==> src/cpu_regfile_pkg.sv <==
// Purpose: Shared constants for the CPU register file block
// Assumes: 32-bit datapath, register numbers are 5 bits wide
// Notes:   Numbers below are the system register numbers used by the
//          load/store system-register instructions
//
// Notes on behaviour
// - General register zero always reads zero
// - Thirty-two general registers, numbered zero to 31
// - PC bits 31..26 zero, carry discarded
// - PC bit zero always held zero
// - System registers selected by fixed register numbers
// - Exception source is read only
// - Debug save registers usable only inside debug
// - Restored saved PC drops bit zero
// - Maskable entry saves PC and status word
// - Saved PC is the next instruction address
// - NMI entry saves into NMI registers only
// - Interrupt save registers upper bits read zero
// - NMI save registers upper bits read zero
// - Interrupt return restores from interrupt save registers
// - NMI return restores from NMI save registers
// - Maskable and NMI entry load exception source code
// - Every register is thirty-two bits wide
// - NMI entry sets status bit seven
// - Status load takes effect right after instruction

package cpu_regfile_pkg;

   // ----------------------------------------------------------------
   // Widths
   // ----------------------------------------------------------------
   localparam int XLEN  = 32;
   localparam int NGPR  = 32;
   localparam int SEL_W = 5;

   // ----------------------------------------------------------------
   // System register numbers
   // ----------------------------------------------------------------
   localparam logic [4:0] SR_INTR_PC   = 5'h00;
   localparam logic [4:0] SR_INTR_ST   = 5'h01;
   localparam logic [4:0] SR_NMI_PC    = 5'h02;
   localparam logic [4:0] SR_NMI_ST    = 5'h03;
   localparam logic [4:0] SR_EXC_SRC   = 5'h04;
   localparam logic [4:0] SR_STATUS    = 5'h05;
   localparam logic [4:0] SR_TC_PC     = 5'h10;
   localparam logic [4:0] SR_TC_ST     = 5'h11;
   localparam logic [4:0] SR_DBG_PC    = 5'h12;
   localparam logic [4:0] SR_DBG_ST    = 5'h13;
   localparam logic [4:0] SR_TC_BASE   = 5'h14;

   // ----------------------------------------------------------------
   // Masks and reset values
   // ----------------------------------------------------------------
   localparam logic [31:0] PC_MASK       = 32'h03FF_FFFE;
   localparam logic [31:0] SAVED_PC_MASK = 32'h03FF_FFFF;
   localparam logic [31:0] STATUS_MASK   = 32'h0000_00FF;
   localparam logic [31:0] STATUS_RESET  = 32'h0000_0020;
   localparam logic [31:0] PC_RESET      = 32'h0000_0000;
   localparam logic [31:0] WORD_RESET    = 32'h0000_0000;
   localparam int          NMI_BIT       = 7;

endpackage

==> src/gpr_bank.sv <==
// Purpose: General-purpose register bank, two read ports, one write port
// Assumes: Reads are registered, one cycle of latency
// Notes:   A read in the write cycle returns the old value

`timescale 1ns/1ps

module gpr_bank #(
   parameter int WIDTH = cpu_regfile_pkg::XLEN,
   parameter int DEPTH = cpu_regfile_pkg::NGPR
) (
   input  wire logic                     sys_clk_in,
   input  wire logic                     resetn_in,
   input  wire logic [$clog2(DEPTH)-1:0] rd_a_sel_in,
   input  wire logic [$clog2(DEPTH)-1:0] rd_b_sel_in,
   input  wire logic                     wr_en_in,
   input  wire logic [$clog2(DEPTH)-1:0] wr_sel_in,
   input  wire logic [WIDTH-1:0]         wr_data_in,
   output logic      [WIDTH-1:0]         rd_a_out,
   output logic      [WIDTH-1:0]         rd_b_out
);

   // ----------------------------------------------------------------
   // Elaboration checks
   // ----------------------------------------------------------------
   if (DEPTH < 2 || WIDTH < 1) begin : g_bad_size
      $error("gpr_bank needs at least two registers");
   end

   // Entry zero has no storage: it is the constant zero
   typedef struct packed {
      logic [DEPTH-1:1][WIDTH-1:0] mem;
      logic [WIDTH-1:0]            rd_a;
      logic [WIDTH-1:0]            rd_b;
   } bank_s;

   bank_s bank_reg;
   bank_s bank_next;

   // Read zero for entry zero, writes there are dropped
   always_comb begin
      bank_next = bank_reg;
      bank_next.rd_a = (rd_a_sel_in == '0) ? '0 : bank_reg.mem[rd_a_sel_in];
      bank_next.rd_b = (rd_b_sel_in == '0) ? '0 : bank_reg.mem[rd_b_sel_in];
      if (wr_en_in && wr_sel_in != '0) begin
         bank_next.mem[wr_sel_in] = wr_data_in;
      end
   end

   // State register
   always_ff @(posedge sys_clk_in or negedge resetn_in) begin
      if (!resetn_in) begin
         bank_reg <= '0;
      end else begin
         bank_reg <= bank_next;
      end
   end

   assign rd_a_out = bank_reg.rd_a;
   assign rd_b_out = bank_reg.rd_b;
endmodule

==> src/cpu_regfile.sv <==
// Purpose: CPU register file: general registers, PC and system registers
// Assumes: Pipeline drives one-cycle command pulses on sys_clk_in
// Notes:   Same-cycle priority, lowest first: PC update, flag update,
//          system load, debug entry, debug return, return, maskable, NMI

`timescale 1ns/1ps

module cpu_regfile (
   input  wire logic        sys_clk_in,
   input  wire logic        resetn_in,
   // General registers
   input  wire logic [4:0]  gpr_rd_a_sel_in,
   input  wire logic [4:0]  gpr_rd_b_sel_in,
   input  wire logic        gpr_wr_en_in,
   input  wire logic [4:0]  gpr_wr_sel_in,
   input  wire logic [31:0] gpr_wr_data_in,
   output logic      [31:0] gpr_rd_a_out,
   output logic      [31:0] gpr_rd_b_out,
   // Program counter
   input  wire logic        pc_load_en_in,
   input  wire logic [31:0] pc_load_value_in,
   input  wire logic        pc_advance_en_in,
   input  wire logic [31:0] pc_advance_in,
   output logic      [31:0] pc_out,
   // Status flags from the execute stage
   input  wire logic        status_wr_en_in,
   input  wire logic [31:0] status_wr_in,
   output logic      [31:0] status_word_out,
   // System register load and store
   input  wire logic [4:0]  sysreg_sel_in,
   input  wire logic        sysreg_load_instr_in,
   input  wire logic [31:0] sysreg_load_data_in,
   input  wire logic        sysreg_store_instr_in,
   output logic      [31:0] sysreg_rd_data_out,
   output logic             sysreg_rd_valid_out,
   output logic             sysreg_access_error_out,
   // Exception entry and return
   input  wire logic        maskable_take_in,
   input  wire logic        nmi_take_in,
   input  wire logic [31:0] exc_code_in,
   input  wire logic        interrupt_return_instr_in,
   input  wire logic        debug_trap_instr_in,
   input  wire logic        debug_return_instr_in,
   output logic             debug_active_out,
   output logic      [31:0] table_call_base_out
);

   // ----------------------------------------------------------------
   // State
   // ----------------------------------------------------------------
   typedef struct packed {
      logic [31:0] pc;
      logic [31:0] status;
      logic [31:0] intr_saved_pc;
      logic [31:0] intr_saved_status;
      logic [31:0] nmi_saved_pc;
      logic [31:0] nmi_saved_status;
      logic [31:0] exception_source;
      logic [31:0] table_call_saved_pc;
      logic [31:0] table_call_saved_status;
      logic [31:0] debug_saved_pc;
      logic [31:0] debug_saved_status;
      logic [31:0] table_call_base;
      logic        debug_active;
      logic [31:0] rd_data;
      logic        rd_valid;
      logic        err;
   } regs_s;

   regs_s regs_reg;
   regs_s regs_next;

   // Decides whether a number may be accessed now; debug pair gated
   function automatic logic sysreg_ok(input logic [4:0] sel, input logic dbg);
      unique case (sel)
         cpu_regfile_pkg::SR_INTR_PC, cpu_regfile_pkg::SR_INTR_ST,
         cpu_regfile_pkg::SR_NMI_PC,  cpu_regfile_pkg::SR_NMI_ST,
         cpu_regfile_pkg::SR_EXC_SRC, cpu_regfile_pkg::SR_STATUS,
         cpu_regfile_pkg::SR_TC_PC,   cpu_regfile_pkg::SR_TC_ST,
         cpu_regfile_pkg::SR_TC_BASE: sysreg_ok = 1'b1;
         cpu_regfile_pkg::SR_DBG_PC,
         cpu_regfile_pkg::SR_DBG_ST:  sysreg_ok = dbg;
         default:                     sysreg_ok = 1'b0;
      endcase
   endfunction

   // ----------------------------------------------------------------
   // General-purpose register bank
   // ----------------------------------------------------------------
   gpr_bank #(
      .WIDTH (cpu_regfile_pkg::XLEN),
      .DEPTH (cpu_regfile_pkg::NGPR)
   ) u_gpr_bank (
      .sys_clk_in  (sys_clk_in),
      .resetn_in   (resetn_in),
      .rd_a_sel_in (gpr_rd_a_sel_in),
      .rd_b_sel_in (gpr_rd_b_sel_in),
      .wr_en_in    (gpr_wr_en_in),
      .wr_sel_in   (gpr_wr_sel_in),
      .wr_data_in  (gpr_wr_data_in),
      .rd_a_out    (gpr_rd_a_out),
      .rd_b_out    (gpr_rd_b_out)
   );

   // ----------------------------------------------------------------
   // Next-state logic
   // ----------------------------------------------------------------
   // Later statements win; reads see the values before this cycle
   always_comb begin
      regs_next          = regs_reg;
      regs_next.rd_valid = 1'b0;
      regs_next.err      = 1'b0;

      // Masking drops the carry into bit 26 and keeps bit 0 clear
      if (pc_load_en_in) begin
         regs_next.pc = pc_load_value_in & cpu_regfile_pkg::PC_MASK;
      end else if (pc_advance_en_in) begin
         regs_next.pc = (regs_reg.pc + pc_advance_in) & cpu_regfile_pkg::PC_MASK;
      end

      if (status_wr_en_in) begin
         regs_next.status = status_wr_in & cpu_regfile_pkg::STATUS_MASK;
      end

      // System register load; exception source and illegal numbers refused
      if (sysreg_load_instr_in) begin
         if (!sysreg_ok(sysreg_sel_in, regs_reg.debug_active) ||
             sysreg_sel_in == cpu_regfile_pkg::SR_EXC_SRC) begin
            regs_next.err = 1'b1;
         end else begin
            unique case (sysreg_sel_in)
               cpu_regfile_pkg::SR_INTR_PC: regs_next.intr_saved_pc =
                  sysreg_load_data_in & cpu_regfile_pkg::SAVED_PC_MASK;
               cpu_regfile_pkg::SR_INTR_ST: regs_next.intr_saved_status =
                  sysreg_load_data_in & cpu_regfile_pkg::STATUS_MASK;
               cpu_regfile_pkg::SR_NMI_PC: regs_next.nmi_saved_pc =
                  sysreg_load_data_in & cpu_regfile_pkg::SAVED_PC_MASK;
               cpu_regfile_pkg::SR_NMI_ST: regs_next.nmi_saved_status =
                  sysreg_load_data_in & cpu_regfile_pkg::STATUS_MASK;
               cpu_regfile_pkg::SR_STATUS: regs_next.status =
                  sysreg_load_data_in & cpu_regfile_pkg::STATUS_MASK;
               cpu_regfile_pkg::SR_TC_PC:   regs_next.table_call_saved_pc = sysreg_load_data_in;
               cpu_regfile_pkg::SR_TC_ST:   regs_next.table_call_saved_status =
                  sysreg_load_data_in;
               cpu_regfile_pkg::SR_DBG_PC:  regs_next.debug_saved_pc = sysreg_load_data_in;
               cpu_regfile_pkg::SR_DBG_ST:  regs_next.debug_saved_status = sysreg_load_data_in;
               default:                     regs_next.table_call_base = sysreg_load_data_in;
            endcase
         end
      end

      // System register store; refused reads return zero
      if (sysreg_store_instr_in) begin
         regs_next.rd_data = '0;
         if (!sysreg_ok(sysreg_sel_in, regs_reg.debug_active)) begin
            regs_next.err = 1'b1;
         end else begin
            regs_next.rd_valid = 1'b1;
            unique case (sysreg_sel_in)
               cpu_regfile_pkg::SR_INTR_PC: regs_next.rd_data = regs_reg.intr_saved_pc;
               cpu_regfile_pkg::SR_INTR_ST: regs_next.rd_data = regs_reg.intr_saved_status;
               cpu_regfile_pkg::SR_NMI_PC:  regs_next.rd_data = regs_reg.nmi_saved_pc;
               cpu_regfile_pkg::SR_NMI_ST:  regs_next.rd_data = regs_reg.nmi_saved_status;
               cpu_regfile_pkg::SR_EXC_SRC: regs_next.rd_data = regs_reg.exception_source;
               cpu_regfile_pkg::SR_STATUS:  regs_next.rd_data = regs_reg.status;
               cpu_regfile_pkg::SR_TC_PC:   regs_next.rd_data = regs_reg.table_call_saved_pc;
               cpu_regfile_pkg::SR_TC_ST:   regs_next.rd_data = regs_reg.table_call_saved_status;
               cpu_regfile_pkg::SR_DBG_PC:  regs_next.rd_data = regs_reg.debug_saved_pc;
               cpu_regfile_pkg::SR_DBG_ST:  regs_next.rd_data = regs_reg.debug_saved_status;
               default:                     regs_next.rd_data = regs_reg.table_call_base;
            endcase
         end
      end

      // Debug trap opens the window for the debug save pair
      if (debug_trap_instr_in) begin
         regs_next.debug_saved_pc     = regs_reg.pc;
         regs_next.debug_saved_status = regs_reg.status;
         regs_next.debug_active       = 1'b1;
      end
      if (debug_return_instr_in) begin
         regs_next.pc           = regs_reg.debug_saved_pc & cpu_regfile_pkg::PC_MASK;
         regs_next.status       = regs_reg.debug_saved_status & cpu_regfile_pkg::STATUS_MASK;
         regs_next.debug_active = 1'b0;
      end

      // Return: the NMI set while NMI is in service, else the interrupt set
      if (interrupt_return_instr_in) begin
         if (regs_reg.status[cpu_regfile_pkg::NMI_BIT]) begin
            regs_next.pc     = regs_reg.nmi_saved_pc & cpu_regfile_pkg::PC_MASK;
            regs_next.status = regs_reg.nmi_saved_status;
         end else begin
            regs_next.pc     = regs_reg.intr_saved_pc & cpu_regfile_pkg::PC_MASK;
            regs_next.status = regs_reg.intr_saved_status;
         end
      end

      // Pipeline has already stepped PC to the next instruction here
      if (maskable_take_in) begin
         regs_next.intr_saved_pc     =
            regs_reg.pc & cpu_regfile_pkg::SAVED_PC_MASK;
         regs_next.intr_saved_status = regs_reg.status;
         regs_next.exception_source  = exc_code_in;
      end

      // NMI last so its code wins a same-cycle collision
      if (nmi_take_in) begin
         regs_next.nmi_saved_pc     =
            regs_reg.pc & cpu_regfile_pkg::SAVED_PC_MASK;
         regs_next.nmi_saved_status = regs_reg.status;
         regs_next.exception_source = exc_code_in;
         regs_next.status[cpu_regfile_pkg::NMI_BIT] = 1'b1;
      end
   end

   // ----------------------------------------------------------------
   // State register
   // ----------------------------------------------------------------
   always_ff @(posedge sys_clk_in or negedge resetn_in) begin
      if (!resetn_in) begin
         regs_reg        <= '0;
         regs_reg.pc     <= cpu_regfile_pkg::PC_RESET;
         regs_reg.status <= cpu_regfile_pkg::STATUS_RESET;
      end else begin
         regs_reg <= regs_next;
      end
   end

   // Outputs straight from the state register
   assign pc_out                  = regs_reg.pc;
   assign status_word_out         = regs_reg.status;
   assign sysreg_rd_data_out      = regs_reg.rd_data;
   assign sysreg_rd_valid_out     = regs_reg.rd_valid;
   assign sysreg_access_error_out = regs_reg.err;
   assign debug_active_out        = regs_reg.debug_active;
   assign table_call_base_out     = regs_reg.table_call_base;

   logic quiet;
   assign quiet = !nmi_take_in && !maskable_take_in && !debug_return_instr_in
                  && !interrupt_return_instr_in && !debug_trap_instr_in;
endmodule

==> config.mk <==
export PLATFORM = sky130hd
export DESIGN_NAME = cpu_regfile
export DESIGN_NICKNAME = d
export VERILOG_FILES = /design/src/cpu_regfile_pkg.sv /design/src/gpr_bank.sv /design/src/cpu_regfile.sv
export SDC_FILE = /design/constraint.sdc
export NUM_CORES = 2
export LEC_CHECK = 0
export BUFFER_PORTS_ARGS = -buffer_cell sky130_fd_sc_hd__buf_2
export CORE_ASPECT_RATIO = 0.5
export CORE_MARGIN = 5
export CORE_UTILIZATION = 56
export CTS_CLUSTER_SIZE = 12
export DETAILED_ROUTE_END_ITERATION = 6
export GPL_TIMING_DRIVEN = 0
export PLACE_DENSITY_LB_ADDON = 0.2
export REMOVE_ABC_BUFFERS = 1
export SETUP_SLACK_MARGIN = 0.15
export SLEW_MARGIN = 5
export SYNTH_ARGS = -nofsm -noshare
export SYNTH_HDL_FRONTEND = slang
export SYNTH_SLANG_ARGS = --single-unit
==> constraint.sdc <==
create_clock -name sys_clk_in -period 2.9 [get_ports sys_clk_in]
set_clock_uncertainty 0.15 [all_clocks]
set_input_delay 0.29 -clock sys_clk_in [delete_from_list [all_inputs] [get_ports sys_clk_in]]
set_output_delay 0.29 -clock sys_clk_in [all_outputs]
set_load 0.01 [all_outputs]
==> run summary <==
The wire length after detailed routing came out at 232000 um. The gate count of the mapped netlist was 5503. The maximum clock frequency is 346 MHz. The signal on the critical path passes through ha_4, fa_2, a211oi_2, o211ai_1, a31o_2, o31a_1, a211oi_2, xor2_1, a21oi_1, o22a_1. Once detail routing completed, the nets flagged for antenna violations numbered 0.

The run gives 52915 as the via count of the first global-routing pass. In this run the number of H-tree levels came out at 4. The tools report the clock latency on the worst-skew pair as 780 ps. The yosys synthesis warning count is 0.

In the synthesized netlist the dominant register cell turns out to be dfrtp_1. The final clock period utilization by the worst path works out to 99.6%. The hold violation total from the final report is 210, and the number of flops mapped to enable cells by yosys is 0.

Counting I/O delays and the setup requirement, the final critical path takes 2890 ps. Per-instance average area after synthesis: 14.0 um^2. The flow ran to the end, but the final reports show violations.

Entering global routing, the biggest net connects 171 pins. The multi-input logic area was 37300 um^2. The ratio of cells with drive above 1 in the final layout was 46.8%; the count of pins over their slew limit was 0. Setup repair after global routing could not meet its margin everywhere.

For the flop-to-flop setup slack, the log shows 10 ps. For this run, design rule violations remaining after detail routing come to 0. Using the TritonRoute via totals, the vias-per-cell ratio works out to 6.78. For this design the ratio of total power to cell area is 662 nW/um^2. For the first-pass GRT wire length, the log shows 347000 um. Leaving out fill and tap cells, the most frequent cell in the layout is dfrtp_1. The number of sinks on the clock net was 1456; the number of buffers inserted during clock tree synthesis was 145. TritonCTS built the clock tree.

Along the worst path, the maximum fanout reaches 2. The portion of the post-synthesis area used by sequential elements is 47.4%. The number of antenna violations at the first check in global routing is 8. The run gives 0 as the reported max-cap violation count. Global routing used 31.8% of the available tracks across all layers. After legalization and detailed placement, the total HPWL measured 137000 um.

Worst hold slack across all endpoints: -683 ps. The share of async-settable or async-resettable flops after synthesis works out to 100%. The flip-flop count of the largest register after layout is 992.

Relative to the synthesized area, the layout overhead comes to 12.5%. The number of distinct standard cells referenced by the synthesized netlist was 62. The worst setup path is of the reg -> reg kind.

The maximum number of buffers from clock root to sink is 3, and the clock slew at the register clock pins of the worst setup and hold paths is 70 ps. Routability-driven placement finished with a final weighted congestion of 0.906. Measured against its own limit, the worst slew margin works out to 8.12%. Buffers placed on the I/O ports in this run total 374.

Data on the critical path is required at its endpoint by 3420 ps. Measured along the x axis, the die boundary spans 534 um. In the final routed layout, each cell accounts on average for 31.0 um. At the pin with the least slew margin, the transition time is 1380 ps. The tools report the final net count as 5855. The tightest min-delay check is of the in -> async type. For the via count, the log shows 50729. In this run the vertical extent of the chip is 272 um. After filler insertion, the fill cell instance count of the layout stands at 9878. Counting both buffers and inverters, the worst setup path holds a total of 0. The first-pass detailed-route iteration total is 6, and the number of storage elements in the synthesis netlist is 1456.

The library cells used most frequently in the layout, excluding fill and tap cells, are 1448 x dfrtp_1, 1300 x mux2_2, 580 x mux4_2. The area of the die is 145000 um^2. Among the stages of the critical path, the cell type that occurs most often is a211oi_2.

For the static leakage, the log shows 0.0388 uW. The final cell area excluding filler cells came out at 86600 um^2. The netlist area before placement is 76900 um^2. The sum of overflow across all layers after global routing was 0.

The floorplan has 96 rows. Once the floorplan was initialized, standard cells occupied 56.2% of the core. The instance area at placement is 80200 um^2. For the combined flip-flop and latch cell area, the log shows 36400 um^2. In this run, the number of DRC markers left after iteration 0 of detailed routing was 5082.

Among cell families on the critical path, the largest total delay comes from compound AO/OA/AOI/OAI gates. The final reports fail on negative hold slack. For the count of final setup violators, the log shows 0. 420 I/O pins were placed. The cell type of the slowest stage on the worst timing path is dfrtp_2.

After floorplanning, the core was sized to cover 137000 um^2. Data on the critical path arrives at its endpoint at 3410 ps. The worst-case IR drop observed on VDD is 0.454 mV. The nature of the critical path endpoint is a flop. In this run, post-CTS hold repair placed 155 buffers.

The total power came out at 57300 uW. The biggest cell delay along the critical path came out at 430 ps. The root buffer cell chosen for the clock tree is clkbuf_16. STA classifies the critical path startpoint as a flop.
[through the flow]
stage	cells	setup TNS [ps]	setup WS (ps)	util [%]
6_report	7482	0	10.7	63.3
5_1_grt	7481	-61.6	-58.4	63.3
4_1_cts	7472	0	81.4	63.2
3_5_place_dp	7090	-630330	-1820	58.6
3_3_place_gp	6986	-	-29580	56.6
2_1_floorplan	4799	-86200	-917	-
[area by class of cell]
class,count,share of cell area [%]
inverter,35,0.152
sequential,1456,42.1
clock buffer,186,4.61
timing repair buffer,657,7.15
antenna,6,0.0173
multi-input combinational,3310,43.0
tap,1813,2.62
clock inverter,19,0.302
[cells in the mapped netlist (7+ instances only)]
cell	number	area [um^2]
a211oi_1	13	97.6
a21o_1	9	67.6
a21oi_1	79	395
a221oi_1	27	236
a222oi_1	7	70.1
a22o_1	94	823
a22oi_1	46	345
a31oi_1	7	43.8
and2_1	12	75.1
buf_1	70	263
buf_2	114	571
buf_4	208	1560
buf_6	8	90.1
clkbuf_1	308	1160
dfrtp_1	1455	36400
ha_1	24	300
inv_1	35	131
mux2_2	1300	14600
mux2i_1	214	2140
mux4_2	580	13100
nand2_1	330	1240
nand3_1	25	125
nor2_1	79	297
o2111ai_1	17	149
o211ai_1	11	82.6
o21ai_0	261	1310
o21ai_1	29	145
o221ai_1	8	70.1
o22ai_1	13	81.3
o31a_1	8	70.1
xnor2_1	11	96.3
xor2_1	11	96.3
[where the power goes]
group	leakage, uW	total, uW	switching [uW]	internal (uW)
clock network	0.00208	18000	8100	9870
logic	0.0180	12500	5240	7300
registers	0.0187	26800	2820	24000
total	0.0388	57300	16200	41100
[layer usage]
metal  global-route usage [%]  vias to the layer above  share of wire (%)
met4                     10.9                        2                3.4
li1                         -                    20728                  -
met1                     43.8                    27079                 40
met5                        0                        -             0.0056
met2                     50.9                     2462                 48
met3                     6.78                      458                8.8
[cell families after synthesis]
logic type               Yosys count  share of synthesized area, %
flip-flops                      1456                          47.4
AO/OA/AOI/OAI                    660                          5.54
AND/OR/NAND/NOR                  500                          2.73
other                              1                       0.00487
adder cells (fa/ha/maj)           25                         0.416
multiplexers                    2094                          38.8
XOR/XNOR                          22                         0.250
buffers and inverters            745                          4.92
[what timing repair did]
item                        CTS  global route
pin swaps                     8             6
setup buffers                15             3
cloned                        7             1
hold endpoints to repair   1549           133
gates resized for setup      26            17
setup endpoints to repair   537           140
[worst reg2reg max path, cell delays in order, from the launching register on]
cell	delay, ps
dfrtp_2	430
ha_4	180
fa_2	340
a211oi_2	230
o211ai_1	170
a31o_2	270
o31a_1	290
a211oi_2	240
xor2_1	190
a21oi_1	100
o22a_1	170
[worst paths after layout]
path,cells past startpoint,endpoint,from
min in group sys_clk_in,3,pc_out[13],pc_advance_en_in
worst max register to register,10,pc_out[19],pc_out[1]
max in group asynchronous,5,u_gpr_bank.bank_reg[372],resetn_in
worst min register to register,1,regs_reg[165],regs_reg[165]
worst max-delay path,10,pc_out[19],pc_out[1]
worst min-delay path,1,regs_reg[196],resetn_in
Power figures use the tool's default switching activity.
